$ cat config.mk
export PLATFORM = sky130hd
export DESIGN_NAME = safe_regs
export DESIGN_NICKNAME = d
export VERILOG_FILES = /design/src/safe_pkg.sv /design/src/safe_cnv_if.sv /design/src/safe_conv_seq.sv /design/src/safe_regs.sv
export VERILOG_INCLUDE_DIRS = /design/src
export SDC_FILE = /design/constraint.sdc
export NUM_CORES = 1
export LEC_CHECK = 0
export BUFFER_PORTS_ARGS = -buffer_cell sky130_fd_sc_hd__buf_2
export CORE_MARGIN = 3
export CORE_UTILIZATION = 52
export CTS_BUF_LIST = sky130_fd_sc_hd__clkbuf_16
export CTS_CLUSTER_DIAMETER = 100
export DETAILED_ROUTE_END_ITERATION = 10
export GPL_ROUTABILITY_DRIVEN = 0
export PLACE_DENSITY = 0.73
export REMOVE_ABC_BUFFERS = 1
export SLEW_MARGIN = 20
export SYNTH_ARGS = -nofsm -noshare
export SYNTH_HDL_FRONTEND = slang
export SYNTH_SLANG_ARGS = --single-unit
$ cat constraint.sdc
create_clock -name aclk -period 3.2 [get_ports aclk]
set_clock_uncertainty 0.1 [all_clocks]
set_input_delay 0.8 -clock aclk [delete_from_list [all_inputs] [get_ports aclk]]
set_output_delay 0.8 -clock aclk [all_outputs]
set_load 0.01 [all_outputs]
$ cat src/safe_cfg.svh
`ifndef SAFE_CFG_SVH
`define SAFE_CFG_SVH
`define SAFE_OFF_RATE 8'h00
`define SAFE_OFF_MASK 8'h04
`define SAFE_OFF_EXC 8'h08
`define SAFE_OFF_TGAIN 8'h0c
`define SAFE_OFF_PRES 8'h10
`define SAFE_OFF_TEMP 8'h14
`define SAFE_OFF_TROUTE 8'h18
`define SAFE_OFF_TRIM 8'h1c
`define SAFE_OFF_FILT 8'h20
`define SAFE_OFF_STATUS 8'h24
`define SAFE_RST_RATE 4'h0
`define SAFE_RST_MASK 10'h0ff
`define SAFE_RST_EXC 3'h0
`define SAFE_RST_TGAIN 8'h00
`define SAFE_RST_TROUTE 5'h00
`define SAFE_RST_TRIM 3'h0
`define SAFE_RST_FILT 2'h0
`define SAFE_BIT_TRDY 9
`define SAFE_BIT_PRDY 8
`define SAFE_BIT_EXC_UV 7
`define SAFE_BIT_EXC_OV 6
`define SAFE_BIT_TP_UV 5
`define SAFE_BIT_TP_OV 4
`define SAFE_BIT_EXC_FAULT 11
`define SAFE_BIT_TP_FAULT 10
`define SAFE_CLK_MHZ 100
`define SAFE_SW_1K_NS 500000
`define SAFE_SW_1K_CYC ((`SAFE_SW_1K_NS * `SAFE_CLK_MHZ) / 1000)
`endif

$ cat src/safe_pkg.sv
package safe_pkg;
  typedef enum logic [2:0] {
    SAFE_EXC_OFF = 3'h0,
    SAFE_EXC_CURRENT = 3'h1,
    SAFE_EXC_V4P0 = 3'h2,
    SAFE_EXC_V3P3 = 3'h3,
    SAFE_EXC_V1P8 = 3'h4,
    SAFE_EXC_V2P3 = 3'h5
  } safe_exc_type;
  typedef enum logic [2:0] {
    SAFE_SEQ_PRES = 3'h0,
    SAFE_SEQ_PGAP = 3'h1,
    SAFE_SEQ_SWT = 3'h3,
    SAFE_SEQ_TEMP = 3'h2,
    SAFE_SEQ_SWP = 3'h6
  } safe_seq_type;
  typedef enum logic [2:0] {
    SAFE_TR_INT_SE1 = 3'h0,
    SAFE_TR_INT_SEG = 3'h1,
    SAFE_TR_INT_DIFF = 3'h2,
    SAFE_TR_EXC_SE1 = 3'h3,
    SAFE_TR_EXC_DIFF = 3'h4,
    SAFE_TR_NONE = 3'h7
  } safe_troute_type;
endpackage : safe_pkg

$ cat src/safe_cnv_if.sv
interface safe_cnv_if;
  logic pres_start;
  logic temp_start;
  logic pres_done;
  logic temp_done;
  logic [15:0] pres_data;
  logic [15:0] temp_data;
  modport seq (output pres_start, output temp_start, input pres_done,
    input temp_done, input pres_data, input temp_data);
  modport core (input pres_start, input temp_start, output pres_done,
    output temp_done, output pres_data, output temp_data);
endinterface : safe_cnv_if

$ cat src/safe_conv_seq.sv
`include "safe_cfg.svh"
module safe_conv_seq #(
  parameter int unsigned SW_1K_CYC = `SAFE_SW_1K_CYC
) (
  input wire logic aclk,
  input wire logic aresetn,
  input wire logic [3:0] rate_sel,
  safe_cnv_if.seq cnv,
  output logic [2:0] phase
);
  import safe_pkg::*;
  safe_seq_type st_r;
  logic [31:0] cnt_r;
  logic [31:0] sw_cyc;
  logic [31:0] per_cyc;
  logic [31:0] tdiv_r;
  logic [31:0] tdiv_lim;
  logic temp_due_r;
  // Switch time halves with each pressure rate step up to step 4; steps 5 to 7 keep the step 4 time
  always_comb begin
    sw_cyc = 32'(SW_1K_CYC) >> rate_sel[3:1];
    if (rate_sel[3:1] > 3'h4) begin
      sw_cyc = 32'(SW_1K_CYC) >> 4;
    end
    if (sw_cyc == 32'h0) begin
      sw_cyc = 32'h1;
    end
    per_cyc = sw_cyc << 1;
    tdiv_lim = rate_sel[0] ? 32'd100 : 32'd1000;
  end
  assign phase = st_r;
  assign cnv.pres_start = (st_r == SAFE_SEQ_PRES);
  // Temperature slot is always walked so the pressure period never changes
  assign cnv.temp_start = (st_r == SAFE_SEQ_TEMP) && temp_due_r;
  // Temperature due counts pressure periods, never stalling pressure
  always_ff @(posedge aclk) begin
    if (!aresetn) begin
      tdiv_r <= 32'h0;
      temp_due_r <= 1'b0;
    end else if (st_r == SAFE_SEQ_PRES) begin
      if (tdiv_r + 32'h1 >= tdiv_lim) begin
        tdiv_r <= 32'h0;
        temp_due_r <= 1'b1;
      end else begin
        tdiv_r <= tdiv_r + 32'h1;
      end
    end else if (st_r == SAFE_SEQ_TEMP) begin
      temp_due_r <= 1'b0;
    end
  end
  always_ff @(posedge aclk) begin
    if (!aresetn) begin
      st_r <= SAFE_SEQ_PRES;
      cnt_r <= 32'h0;
    end else begin
      case (st_r)
        SAFE_SEQ_PRES: begin
          cnt_r <= 32'h0;
          st_r <= SAFE_SEQ_PGAP;
        end
        SAFE_SEQ_PGAP: begin
          cnt_r <= cnt_r + 32'h1;
          if (cnt_r + 32'h1 >= sw_cyc) begin
            cnt_r <= 32'h0;
            st_r <= SAFE_SEQ_SWT;
          end
        end
        SAFE_SEQ_SWT: begin
          st_r <= SAFE_SEQ_TEMP;
        end
        SAFE_SEQ_TEMP: begin
          st_r <= SAFE_SEQ_SWP;
        end
        SAFE_SEQ_SWP: begin
          cnt_r <= cnt_r + 32'h1;
          if (cnt_r + 32'h3 >= sw_cyc) begin
            st_r <= SAFE_SEQ_PRES;
          end
        end
        default: st_r <= SAFE_SEQ_PRES;
      endcase
    end
  end
  logic unused_ok;
  assign unused_ok = &{1'b0, per_cyc[0]};
endmodule : safe_conv_seq

$ cat src/safe_regs.sv
// Design decisions made here: the AXI4-Lite register port and the address map.
`include "safe_cfg.svh"
module safe_regs #(
  parameter int unsigned SW_1K_CYC = `SAFE_SW_1K_CYC
) (
  input wire logic aclk,
  input wire logic aresetn,
  input wire logic [7:0] s_axi_awaddr,
  input wire logic s_axi_awvalid,
  output logic s_axi_awready,
  input wire logic [31:0] s_axi_wdata,
  input wire logic [3:0] s_axi_wstrb,
  input wire logic s_axi_wvalid,
  output logic s_axi_wready,
  output logic [1:0] s_axi_bresp,
  output logic s_axi_bvalid,
  input wire logic s_axi_bready,
  input wire logic [7:0] s_axi_araddr,
  input wire logic s_axi_arvalid,
  output logic s_axi_arready,
  output logic [31:0] s_axi_rdata,
  output logic [1:0] s_axi_rresp,
  output logic s_axi_rvalid,
  input wire logic s_axi_rready,
  input wire logic [7:0] fault_in,
  input wire logic excite_fault_in,
  input wire logic temp_pin_fault_in,
  input wire logic pres_done,
  input wire logic temp_done,
  input wire logic [15:0] pres_data,
  input wire logic [15:0] temp_data,
  output logic pres_start,
  output logic temp_start,
  output logic [2:0] seq_phase,
  output logic alert_n,
  output safe_pkg::safe_exc_type excitation_mode,
  output logic adc_ref_bridge,
  output logic [3:0] temp_gain_code,
  output logic [2:0] pres_rate_code,
  output logic temp_rate_fast,
  output safe_pkg::safe_troute_type temp_route,
  output logic [1:0] excite_scale,
  output logic trim_res_connect,
  output logic offset_isrc_on,
  output logic pres_amp_bypass,
  output logic [1:0] filter_bw
);
  import safe_pkg::*;
  logic [3:0] rate_r;
  logic [9:0] mask_r;
  logic [2:0] exc_r;
  logic [7:0] tgain_r;
  logic [15:0] pres_r;
  logic [15:0] temp_r;
  logic [4:0] troute_r;
  logic [2:0] trim_r;
  logic [1:0] filt_r;
  logic [11:0] stat_r;
  logic [11:0] stat_set;
  logic [11:0] stat_clr;
  logic [7:0] aw_r;
  logic aw_ok_r;
  logic [31:0] wd_r;
  logic [3:0] ws_r;
  logic w_ok_r;
  logic wr_go;
  logic [31:0] rd_nxt;
  logic rd_err;
  logic [9:0] f_s1_r;
  logic [9:0] f_s2_r;
  logic [9:0] f_s3_r;
  logic [9:0] f_q_r;
  logic alert_r;
  safe_cnv_if cnv ();
  assign cnv.pres_done = pres_done;
  assign cnv.temp_done = temp_done;
  assign cnv.pres_data = pres_data;
  assign cnv.temp_data = temp_data;
  assign pres_start = cnv.pres_start;
  assign temp_start = cnv.temp_start;
  safe_conv_seq #(.SW_1K_CYC(SW_1K_CYC)) u_seq (
    .aclk(aclk),
    .aresetn(aresetn),
    .rate_sel(rate_r),
    .cnv(cnv.seq),
    .phase(seq_phase)
  );
  // Write channel: address and data taken independently, in any order
  assign s_axi_awready = !aw_ok_r;
  assign s_axi_wready = !w_ok_r;
  assign wr_go = aw_ok_r && w_ok_r && !s_axi_bvalid;
  always_ff @(posedge aclk) begin
    if (!aresetn) begin
      aw_ok_r <= 1'b0;
      aw_r <= 8'h00;
    end else if (s_axi_awvalid && s_axi_awready) begin
      aw_ok_r <= 1'b1;
      aw_r <= s_axi_awaddr;
    end else if (wr_go) begin
      aw_ok_r <= 1'b0;
    end
  end
  always_ff @(posedge aclk) begin
    if (!aresetn) begin
      w_ok_r <= 1'b0;
      wd_r <= 32'h0;
      ws_r <= 4'h0;
    end else if (s_axi_wvalid && s_axi_wready) begin
      w_ok_r <= 1'b1;
      wd_r <= s_axi_wdata;
      ws_r <= s_axi_wstrb;
    end else if (wr_go) begin
      w_ok_r <= 1'b0;
    end
  end
  always_ff @(posedge aclk) begin
    if (!aresetn) begin
      s_axi_bvalid <= 1'b0;
      s_axi_bresp <= 2'h0;
    end else if (wr_go) begin
      s_axi_bvalid <= 1'b1;
      case (aw_r)
        `SAFE_OFF_RATE, `SAFE_OFF_MASK, `SAFE_OFF_EXC, `SAFE_OFF_TGAIN,
        `SAFE_OFF_TROUTE, `SAFE_OFF_TRIM, `SAFE_OFF_FILT,
        `SAFE_OFF_STATUS, `SAFE_OFF_PRES, `SAFE_OFF_TEMP:
          s_axi_bresp <= 2'h0;
        default: s_axi_bresp <= 2'h2;
      endcase
    end else if (s_axi_bready) begin
      s_axi_bvalid <= 1'b0;
    end
  end
  // Configuration registers; result registers ignore writes
  always_ff @(posedge aclk) begin
    if (!aresetn) begin
      rate_r <= `SAFE_RST_RATE;
      mask_r <= `SAFE_RST_MASK;
      exc_r <= `SAFE_RST_EXC;
      tgain_r <= `SAFE_RST_TGAIN;
      troute_r <= `SAFE_RST_TROUTE;
      trim_r <= `SAFE_RST_TRIM;
      filt_r <= `SAFE_RST_FILT;
    end else if (wr_go) begin
      case (aw_r)
        `SAFE_OFF_RATE: if (ws_r[0]) rate_r <= wd_r[3:0];
        `SAFE_OFF_MASK: begin
          if (ws_r[0]) mask_r[7:0] <= wd_r[7:0];
          if (ws_r[1]) mask_r[9:8] <= wd_r[9:8];
        end
        `SAFE_OFF_EXC: if (ws_r[0]) exc_r <= wd_r[2:0];
        `SAFE_OFF_TGAIN: if (ws_r[0]) tgain_r <= wd_r[7:0];
        `SAFE_OFF_TROUTE: if (ws_r[0]) troute_r <= wd_r[4:0];
        `SAFE_OFF_TRIM: if (ws_r[0]) trim_r <= wd_r[2:0];
        `SAFE_OFF_FILT: if (ws_r[0]) filt_r <= wd_r[1:0];
        default: ;
      endcase
    end
  end
  // Results latch only on a finished conversion
  always_ff @(posedge aclk) begin
    if (!aresetn) begin
      pres_r <= 16'h0000;
    end else if (pres_done) begin
      pres_r <= pres_data;
    end
  end
  always_ff @(posedge aclk) begin
    if (!aresetn) begin
      temp_r <= 16'h0000;
    end else if (temp_done) begin
      temp_r <= temp_data;
    end
  end
  // Fault pins are asynchronous: three stages, change counted when 2 and 3 agree
  always_ff @(posedge aclk) begin
    if (!aresetn) begin
      f_s1_r <= 10'h000;
      f_s2_r <= 10'h000;
      f_s3_r <= 10'h000;
      f_q_r <= 10'h000;
    end else begin
      f_s1_r <= {excite_fault_in, temp_pin_fault_in, fault_in};
      f_s2_r <= f_s1_r;
      f_s3_r <= f_s2_r;
      for (int i = 0; i < 10; i++) begin
        if (f_s2_r[i] == f_s3_r[i]) begin
          f_q_r[i] <= f_s3_r[i];
        end
      end
    end
  end
  always_comb begin
    stat_set = {f_q_r[9:8], temp_done, pres_done, f_q_r[7:0]};
    stat_clr = 12'h000;
    if (wr_go && aw_r == `SAFE_OFF_STATUS) begin
      stat_clr = {ws_r[1] ? wd_r[11:8] : 4'h0, ws_r[0] ? wd_r[7:0] : 8'h00};
    end
  end
  // Set wins over a clear landing in the same cycle
  always_ff @(posedge aclk) begin
    if (!aresetn) begin
      stat_r <= 12'h000;
    end else begin
      stat_r <= (stat_r & ~stat_clr) | stat_set;
    end
  end
  always_ff @(posedge aclk) begin
    if (!aresetn) begin
      alert_r <= 1'b0;
    end else begin
      alert_r <= |(stat_r[9:0] & mask_r)
        | stat_r[`SAFE_BIT_EXC_FAULT] | stat_r[`SAFE_BIT_TP_FAULT];
    end
  end
  assign alert_n = !alert_r;
  always_comb begin
    rd_err = 1'b0;
    rd_nxt = 32'h0;
    case (s_axi_araddr)
      `SAFE_OFF_RATE: rd_nxt = {28'h0, rate_r};
      `SAFE_OFF_MASK: rd_nxt = {22'h0, mask_r};
      `SAFE_OFF_EXC: rd_nxt = {29'h0, exc_r};
      `SAFE_OFF_TGAIN: rd_nxt = {24'h0, tgain_r};
      `SAFE_OFF_PRES: rd_nxt = {16'h0, pres_r};
      `SAFE_OFF_TEMP: rd_nxt = {16'h0, temp_r};
      `SAFE_OFF_TROUTE: rd_nxt = {27'h0, troute_r};
      `SAFE_OFF_TRIM: rd_nxt = {29'h0, trim_r};
      `SAFE_OFF_FILT: rd_nxt = {30'h0, filt_r};
      `SAFE_OFF_STATUS: rd_nxt = {20'h0, stat_r};
      default: rd_err = 1'b1;
    endcase
  end
  assign s_axi_arready = !s_axi_rvalid;
  always_ff @(posedge aclk) begin
    if (!aresetn) begin
      s_axi_rvalid <= 1'b0;
      s_axi_rdata <= 32'h0;
      s_axi_rresp <= 2'h0;
    end else if (s_axi_arvalid && s_axi_arready) begin
      s_axi_rvalid <= 1'b1;
      s_axi_rdata <= rd_nxt;
      s_axi_rresp <= rd_err ? 2'h2 : 2'h0;
    end else if (s_axi_rready) begin
      s_axi_rvalid <= 1'b0;
    end
  end
  // Undefined excitation codes fall back to disconnected
  always_comb begin
    case (exc_r)
      3'h1: excitation_mode = SAFE_EXC_CURRENT;
      3'h2: excitation_mode = SAFE_EXC_V4P0;
      3'h3: excitation_mode = SAFE_EXC_V3P3;
      3'h4: excitation_mode = SAFE_EXC_V1P8;
      3'h5: excitation_mode = SAFE_EXC_V2P3;
      default: excitation_mode = SAFE_EXC_OFF;
    endcase
  end
  assign adc_ref_bridge = (excitation_mode != SAFE_EXC_CURRENT) &&
    (excitation_mode != SAFE_EXC_OFF);
  assign temp_gain_code = tgain_r[3:0];
  assign pres_rate_code = rate_r[3:1];
  assign temp_rate_fast = rate_r[0];
  always_comb begin
    case (troute_r[2:0])
      3'h0: temp_route = SAFE_TR_INT_SE1;
      3'h1: temp_route = SAFE_TR_INT_SEG;
      3'h2: temp_route = SAFE_TR_INT_DIFF;
      3'h3: temp_route = SAFE_TR_EXC_SE1;
      3'h4: temp_route = SAFE_TR_EXC_DIFF;
      default: temp_route = SAFE_TR_NONE;
    endcase
  end
  assign excite_scale = troute_r[4:3];
  assign trim_res_connect = trim_r[2];
  assign offset_isrc_on = trim_r[1];
  assign pres_amp_bypass = trim_r[0];
  assign filter_bw = filt_r;
endmodule : safe_regs

==> qor.csv, run 1 <==
metric;value;unit
max incr delay on CP;0.53;ns
synth warn;0;
Setup crit end kind;flop;
Detailed Place HPWL;22870;um
vias;10870;
vias in the first global route;10430;
crit path kind;flop to flop;
Critical Path Fanout Max;7;
Switch Pwr;1.577;mW
type of origin of the critical path;flop;
initial antenna violation count;0;
deepest clock path buffer count;3;
total core area;22030;um^2
# diodes;0;
worst skew pair latency;0.54;ns
Die X;156.5;um
PD cells;461.1;nW/um^2
fmax;302.3;MHz
CP arrival;3.68;ns
die area;24490;um^2
worst setup path start;u_seq.cnt_r[0]$_SDFFE_PN0P_;
Routed Antenna Nets;0;
final net count;1727;
failing checks;setup timing;
Hold Crit Start;f_s1_r[9]$_SDFF_PN0_;
global-route wire length before repair;52050;um
Clock Root Buffer;clkbuf_16;
Comb power frac;0.078;
drc violations;0;
Worst-path clk slew;0.06;ns
r2r startpoint;u_seq.cnt_r[0]$_SDFFE_PN0P_;
Netlist cell types;78;
Internal Power;5.059;mW
crit path max-delay cell type;or4b_4;
Final Non-Filler Cells;1875;
#FFs+latches synth;232;
Worst VDD drop;0.0003676;V
RSZ-0062 raised after global routing;yes;
Worst EP required;3.57;ns
Post-Syn Instances;1392;
Tightest Pin Transition;1.127;ns
worst path cell trace;buf_4, o2111ai_4, or3_4, nor2_2, xor2_1, ha_1, nand2_1, o21ai_0, nor4_2, o2111ai_1, nor4_1, or4b_4, a21boi_2;
Final Cycle Share;1.034;
Total GRT Usage;0.2578;
sw frac;0.2376;
Pre-Repair DR Iteration Count;5;
Synth Flop Type;dfxtp_1;
number of synthesized flops with an enable pin;0;
H-tree depth;1;
routed vias/inst;5.798;
clock share of power;0.466;
post-synthesis cell area;11780;um^2
synthesis-to-layout area growth;22.17;%
leakage power;6.081;nW
final hold slack;0.3305;ns
Max-Slew Margin vs Limit;0.2461;
Sink Count;232;
wirelength, routed;32930;um
dpl ws;-0.3536;ns
IO buf count;131;
endpoints failing hold;0;
dpl cells;1817;
Initial Utilization;0.5348;
Seq pwr share;0.456;
fin worst setup slack;-0.1084;ns
largest net degree at the start of global routing;77;
final setup vio count;28;
sequential fraction of the synthesis area;0.3943;
WL per Instance;17.56;um
Die Ht;156.5;um
Layout Utilization;0.6533;
outcome;complete, but fails checks;
TritonCTS clock tree;done;
HP Class;flop to flop;
mean post-synth cell area;8.462;um^2
Rows;54;
total power;6.635;mW
GRT overflow;0;
max_cap viols;0;
layout cells sized above 1;0.2326;
Iteration-0 DRC Markers;852;
cts bufs inserted;26;
Final Max Slew Viols;0;
minimum clock period;3.308;ns
asr flop ratio synth;0;
Top Ports;172;
timing repair:
| item | 4_1_cts | 5_1_grt |
|---|---|---|
| gates resized for setup | 42 | 23 |
| pin swaps | 15 | 8 |
| hold buffers | 0 | 0 |
| buffers inserted | 5 | 6 |
| cloned | 0 | 0 |
| setup endpoints to repair | 31 | 41 |
area by class of cell:
cell class,count,area [um^2]
Clock buffer,26,650.6
Clock inverter,21,249.0
Fill cell,1743,7636
Inverter,28,107.6
Multi-Input combinational cell,1032,6733
Sequential cell,232,4673
Tap cell,280,350.3
Timing Repair Buffer,256,1627
power groups by stage:
stage	sequential, mW	combinational, mW	clock, mW
after CTS	3.03	0.502	3.14
after global routing	3.04	0.566	3.26
after global placement	3.09	0.472	0
after detailed placement	3.09	0.482	0
after floorplan	3.08	0.252	0
final	3.03	0.518	3.09
final timing paths:
path                                                    end  slack, ns  cells past startpoint
worst max-delay path            u_seq.phase[1]$_SDFFE_PN0P_      -0.11                     13
worst min-delay path                   f_s2_r[9]$_SDFF_PN0_       0.33                      1
worst max register to register  u_seq.phase[1]$_SDFFE_PN0P_      -0.11                     13
worst min register to register         f_s2_r[9]$_SDFF_PN0_       0.33                      1
state kept, by name (all words and copies together), names as in the netlist, 10 cells and up:
name,count
u_seq.cnt_r,32
u_seq.tdiv_r,32
pres_r,16
s_axi_rdata,16
temp_r,16
stat_r,12
wd_r,12
f_q_r,10
f_s1_r,10
f_s2_r,10
f_s3_r,10
mask_r,10
worst max-delay path, delay by kind of cell (launching register included):
kind	cells	cell delay, ns
AND/OR/NAND/NOR	6	1.59
buffers and inverters	1	0.13
flip-flops	1	0.39
adder cells (fa/ha/maj)	1	0.30
AO/OA/AOI/OAI	4	0.54
XOR/XNOR	1	0.20
layer usage:
layer | wire length, um | part of all wire | track usage | up-vias
met5 | 0 | 0 | 0 | -
met4 | 848 | 0.026 | 0.07712 | 0
met3 | 2540 | 0.077 | 0.04287 | 72
met2 | 15350 | 0.47 | 0.4383 | 429
met1 | 14190 | 0.43 | 0.3374 | 5126
li1 | - | - | - | 5244
stage by stage:
step                instance area, um^2  setup TNS [ns]
global placement                  13140          -6.457
global route                      14390          -3.948
CTS                               14230         -0.2913
floorplan                         11260          -4.700
detailed placement                13140          -9.722
finish                            14390          -1.694
kinds of logic after synthesis:
| group | synth area share |
|---|---|
| xor+xnor | 0.05131 |
| fa+ha+maj | 0.05099 |
| flops | 0.3943 |
| simple gates | 0.2393 |
| mux | 0.06565 |
| buf+inv | 0.05811 |
| other cells | 0.0003184 |
| compound gates | 0.1400 |
synth_stat cells (10+ instances only):
| master | instances | share of area |
|---|---|---|
| and2_1 | 32 | 0.017 |
| o21ai_0 | 27 | 0.011 |
| nand2_1 | 133 | 0.042 |
| xnor2_1 | 32 | 0.024 |
| buf_4 | 26 | 0.017 |
| buf_2 | 10 | 0.0042 |
| a32o_1 | 13 | 0.011 |
| dfxtp_1 | 232 | 0.39 |
| nor4_1 | 15 | 0.0080 |
| ha_1 | 48 | 0.051 |
| clkbuf_1 | 72 | 0.023 |
| nand4_1 | 28 | 0.015 |
| nor3_1 | 41 | 0.017 |
| or3_1 | 18 | 0.0096 |
| and3_1 | 30 | 0.016 |
| mux2i_1 | 75 | 0.064 |
| a21oi_1 | 93 | 0.040 |
| inv_1 | 25 | 0.0080 |
| a22oi_1 | 22 | 0.014 |
| nand3_1 | 40 | 0.017 |
| a31oi_1 | 16 | 0.0085 |
| xor2_1 | 37 | 0.028 |
| nor2_1 | 185 | 0.059 |
cells in the final DEF, fill, tap and decap left out, types with 9 or more instances in the layout:
cell type and count:
buf_4 121, o21ai_0 25, nor4_1 12, mux2i_1 75, dfxtp_1 221, nor2_1 181
nand4_1 28, xnor2_1 28, inv_1 26, a21oi_1 85, or3_1 17, a22oi_1 22
nand2_1 133, and3_1 30, xor2_1 36, clkinv_1 9, a32o_1 12, buf_2 131
conb_1 18, nand3_1 39, nor3_1 37, clkbuf_16 26, and2_1 32, a31oi_1 16
ha_1 44
Power figures use the tool's default switching activity.
==> inputs of run 2 (changes only) <==
CORE_UTILIZATION = 25   (was 52)
PLACE_DENSITY = 0.39   (was 0.73)
==> run 2 against run 1 <==
The flow still finishes with violations (setup timing). Hold slack worse by 0.023 ns. Register-to-register slack lost 0.05 ns. Final cell count grew 20%. Sequential power about the same. Combinational power up 9.1%. Clock-buffer cell count grew 4. Largest power group unchanged.
==> qor.csv, run 2 (synthesis results as in run 1) <==
metric;value;unit
final net count;1772;
PD cells;452.8;nW/um^2
Buf/Inv on CP;1;
deepest clock path buffer count;3;
cts bufs inserted;30;
Detailed Place HPWL;28400;um
R2R setup slack;-0.16;ns
crit path max-delay cell type;or4b_4;
Total GRT Usage;0.1516;
Placed Area;13790;um^2
Iteration-0 DRC Markers;710;
synthesis-to-layout area growth;30.14;%
leakage power;6.423;nW
commonest non-fill, non-tap cell in the layout;dfxtp_1;
# diodes;0;
max_cap viols;0;
Final Max Slew Viols;0;
final setup vio count;12;
finished layout cell area;15330;um^2
global-route wire length before repair;60530;um
routed vias/inst;4.755;
Worst-path clk slew;0.06;ns
minimum clock period;3.358;ns
total power;6.941;mW
Routed Antenna Nets;0;
WHS Path Cells;2;
RSZ-0062 raised after global routing;yes;
die area;49760;um^2
CP arrival;3.76;ns
Die Ht;223.1;um
Hold Crit Start;s_axi_rready;
worst skew pair latency;0.59;ns
filler cell count;4862;
Sink Count;232;
commonest non-fill, non-tap cells in the layout;dfxtp_1, nor2_1, buf_4;
largest registers;u_seq.cnt_r x32, u_seq.tdiv_r x32;
sequential cell area;4683;um^2
r2r startpoint;u_seq.cnt_r[8]$_SDFFE_PN0P_;
Layout Utilization;0.3335;
Critical Path Fanout Max;5;
failing checks;setup timing;
Initial Utilization;0.2562;
Pre-Repair DR Iteration Count;6;
fmax;297.8;MHz
Max-Slew Margin vs Limit;0.4916;
type of origin of the critical path;flop;
vias;10660;
CP top delay family;simple AND/OR/NAND/NOR gates;
H-tree depth;1;
vias in the first global route;10300;
wirelength, routed;39260;um
WHS Endpoint;s_axi_rvalid$_SDFFE_PN0P_;
Reg2Reg Depth;12;
crit path kind;flop to flop;
Top Ports;172;
Rows;78;
HP Class;input pin to flop;
drc violations;0;
final hold slack;0.3079;ns
max incr delay on CP;0.50;ns
outcome;complete, but fails checks;
worst reg2reg path endpoint;u_seq.phase[2]$_SDFFE_PN0P_;
Multi-input gate area;6800;um^2
GRT overflow;0;
WL per Instance;17.52;um
TritonCTS clock tree;done;
Worst EP required;3.60;ns
Setup crit end kind;flop;
total core area;45970;um^2
initial antenna violation count;0;
Final Cycle Share;1.049;
IO buf count;131;
Clock Root Buffer;clkbuf_16;
Tightest Pin Transition;0.7618;ns
fin worst setup slack;-0.1579;ns
largest net degree at the start of global routing;144;
worst path cell trace;nand4_4, buf_4, or3_4, xnor2_1, ha_1, a21oi_1, o21ai_2, nor4_4, o2111ai_1, nor4_1, or4b_4, a21boi_1;
Worst VDD drop;0.0003650;V
layout cells sized above 1;0.2639;
Die X;223.1;um
endpoints failing hold;0;
-- run 2: what timing repair did --
| item | CTS | global route |
|---|---|---|
| endpoints found under the hold margin | 0 | 0 |
| resized for setup | 41 | 56 |
| endpoints found under the setup margin | 31 | 40 |
| buffers inserted | 11 | 12 |
| cloned | 0 | 1 |
| hold buffers | 0 | 0 |
| pin swaps | 21 | 38 |
-- run 2: cell type report --
type	count	share of cell area
Tap cell	600	0.04898
Clock inverter	22	0.01461
Inverter	28	0.007020
Timing Repair Buffer	297	0.1313
Multi-Input combinational cell	1032	0.4436
Clock buffer	30	0.04898
Sequential cell	232	0.3055
-- run 2: where the power goes --
part	switching, mW	leakage, nW	internal [mW]	total (mW)
registers	0.0601	1.90	2.96	3.02
logic	0.333	4.03	0.232	0.565
clock network	1.34	0.495	2.01	3.35
-- run 2: how the worst max path moves through the flow --
stage	start	endpoint	slack, ns	depth (start not counted)
global route	u_seq.cnt_r[6]$_SDFFE_PN0P_	u_seq.phase[1]$_SDFFE_PN0P_	-0.31	13
floorplan	u_seq.cnt_r[0]$_SDFFE_PN0P_	u_seq.phase[1]$_SDFFE_PN0P_	-0.19	12
finish	u_seq.cnt_r[8]$_SDFFE_PN0P_	u_seq.phase[2]$_SDFFE_PN0P_	-0.16	12
detailed placement	u_seq.cnt_r[5]$_SDFFE_PN0P_	u_seq.phase[1]$_SDFFE_PN0P_	-0.49	13
global placement	u_seq.cnt_r[5]$_SDFFE_PN0P_	u_seq.phase[1]$_SDFFE_PN0P_	-0.44	13
CTS	u_seq.cnt_r[0]$_SDFFE_PN0P_	u_seq.phase[1]$_SDFFE_PN0P_	-0.06	13
-- run 2: per-stage QoR --
step	TNS, ns	cells	worst slack [ns]
2_1_floorplan	-4.700	1292	-0.1935
3_3_place_gp	-10.82	2165	-0.4352
3_5_place_dp	-11.95	2165	-0.4888
4_1_cts	-0.7712	2228	-0.06421
5_1_grt	-5.482	2241	-0.3132
6_report	-0.5276	2241	-0.1579
-- run 2: layer usage --
layer / vias up / wire length, um / GRT usage
met5: - / 0 / 0
met4: 0 / 535 / 0.03199
met3: 36 / 1726 / 0.02461
met2: 222 / 17410 / 0.2376
met1: 5066 / 19590 / 0.2191
li1: 5333 / - / -
==> inputs of run 3 (changes only) <==
CTS_BUF_LIST = unset   (was sky130_fd_sc_hd__clkbuf_16)
==> run 3 against run 2 <==
The run still ends with setup timing left. Sequential share of layout area is essentially flat. Maximum frequency grew 0.45%. Global-route usage is essentially flat. Clock power grew 6%.
==> qor.csv, run 3 (synthesis results as in run 1) <==
metric;value;unit
Final Cycle Share;1.045;
Detailed Place HPWL;28400;um
Total GRT Usage;0.1515;
commonest non-fill, non-tap cell in the layout;dfxtp_1;
crit path kind;flop to flop;
drc violations;0;
commonest non-fill, non-tap cells in the layout;dfxtp_1, nor2_1, buf_4;
RSZ-0062 raised after global routing;yes;
Tightest Pin Transition;0.7464;ns
max_cap viols;0;
Top Ports;172;
final net count;1769;
die area;49760;um^2
worst skew pair latency;0.58;ns
CTS Hold Buffers Added;0;
Sink Count;232;
vias;10610;
Die Ht;223.1;um
Rows;78;
WL per Instance;17.47;um
leakage power;6.408;nW
synthesis-to-layout area growth;30.08;%
GRT overflow;0;
Die X;223.1;um
Iteration-0 DRC Markers;750;
final hold slack;0.3076;ns
global-route wire length before repair;60520;um
total core area;45970;um^2
detailed-routing wirelength on met1;19500;um
failing checks;setup timing;
worst setup path start;u_seq.cnt_r[6]$_SDFFE_PN0P_;
routed vias/inst;4.741;
cts bufs inserted;30;
layout cells sized above 1;0.2576;
CP arrival;3.75;ns
fmax;299.2;MHz
IO buf count;131;
Worst VDD drop;0.0003624;V
Worst-path clk slew;0.06;ns
outcome;complete, but fails checks;
fin worst setup slack;-0.1427;ns
Setup crit end kind;flop;
met3 routed wirelength;1794;um
PD cells;464.7;nW/um^2
largest net degree at the start of global routing;144;
endpoints failing hold;0;
filler cell count;4865;
Worst EP required;3.60;ns
largest registers;u_seq.cnt_r x32, u_seq.tdiv_r x32;
final setup vio count;15;
wire length on met2;17290;um
Initial Utilization;0.2562;
Routed Antenna Nets;0;
Hold Crit Start;s_axi_rready;
Critical Path Fanout Max;3;
type of origin of the critical path;flop;
max layer used;met4;
Layout Utilization;0.3333;
HP Class;input pin to flop;
minimum clock period;3.343;ns
Final Max Slew Viols;0;
H-tree depth;1;
TritonCTS clock tree;done;
r2r startpoint;u_seq.cnt_r[6]$_SDFFE_PN0P_;
initial antenna violation count;0;
Max-Slew Margin vs Limit;0.5019;
deepest clock path buffer count;3;
vias in the first global route;10280;
wirelength, routed;39120;um
Clock Root Buffer;clkbuf_16;
total power;7.120;mW
Pre-Repair DR Iteration Count;5;
run 3: where the power goes:
group          switching (mW)  internal [mW]  leakage [nW]
clock network            1.35           2.20         0.514
registers              0.0595           2.96          1.90
logic                   0.328          0.224          4.00
run 3: path summary, 6_finish.rpt:
kind,endpoint,slack [ns],cells past startpoint
worst max register to register,u_seq.phase[1]$_SDFFE_PN0P_,-0.14,13
worst min-delay path,s_axi_rvalid$_SDFFE_PN0P_,0.31,2
worst min register to register,f_s2_r[8]$_SDFF_PN0_,0.33,1
worst max-delay path,u_seq.phase[1]$_SDFFE_PN0P_,-0.14,13
run 3: area by class of cell:
class / instances / area (um^2) / area share
multi-input cells: 1032 / 6749 / 0.4405
flip-flops and latches: 232 / 4678 / 0.3053
repair buffers: 294 / 1989 / 0.1298
clock buffers: 42 / 865.8 / 0.05651
well taps: 600 / 750.7 / 0.04900
clock inverters: 10 / 178.9 / 0.01168
inverters: 28 / 107.6 / 0.007023
diodes: 1 / 2.502 / 0.0001633
run 3: metrics by stage:
| stage | instance area, um^2 | TNS (ns) | cells | setup WS, ns |
|---|---|---|---|---|
| global route | 15320 | -6.251 | 2238 | -0.3066 |
| finish | 15320 | -0.7126 | 2239 | -0.1427 |
| global placement | 13790 | -10.82 | 2165 | -0.4352 |
| detailed placement | 13790 | -11.95 | 2165 | -0.4888 |
| floorplan | 11260 | -4.700 | 1292 | -0.1935 |
| CTS | 15050 | -1.184 | 2226 | -0.07907 |
run 3: critical path, cell delays in order (launching register included):
cell and delay (ns):
dfxtp_2 0.36, nand4_1 0.17, buf_4 0.20, or2_4 0.24, nor3_4 0.18, xor2_1 0.20, ha_1 0.27, nand2_1 0.08
o21ai_2 0.08, nor4_4 0.33, o2111ai_1 0.15, nor4_1 0.26, or4b_4 0.51, a21boi_1 0.14
run 3: timing repair:
item / in CTS / in global routing
buffers inserted: 9 / 11
pin swaps: 19 / 29
endpoints found under the setup margin: 31 / 40
resized for setup: 39 / 41
cloned: 0 / 1
run 3: metal layers:
layer,vias to the layer above,GRT usage
met5,-,0
met2,226,0.2378
met1,5016,0.2193
li1,5332,-
met4,0,0.03179
met3,40,0.02382
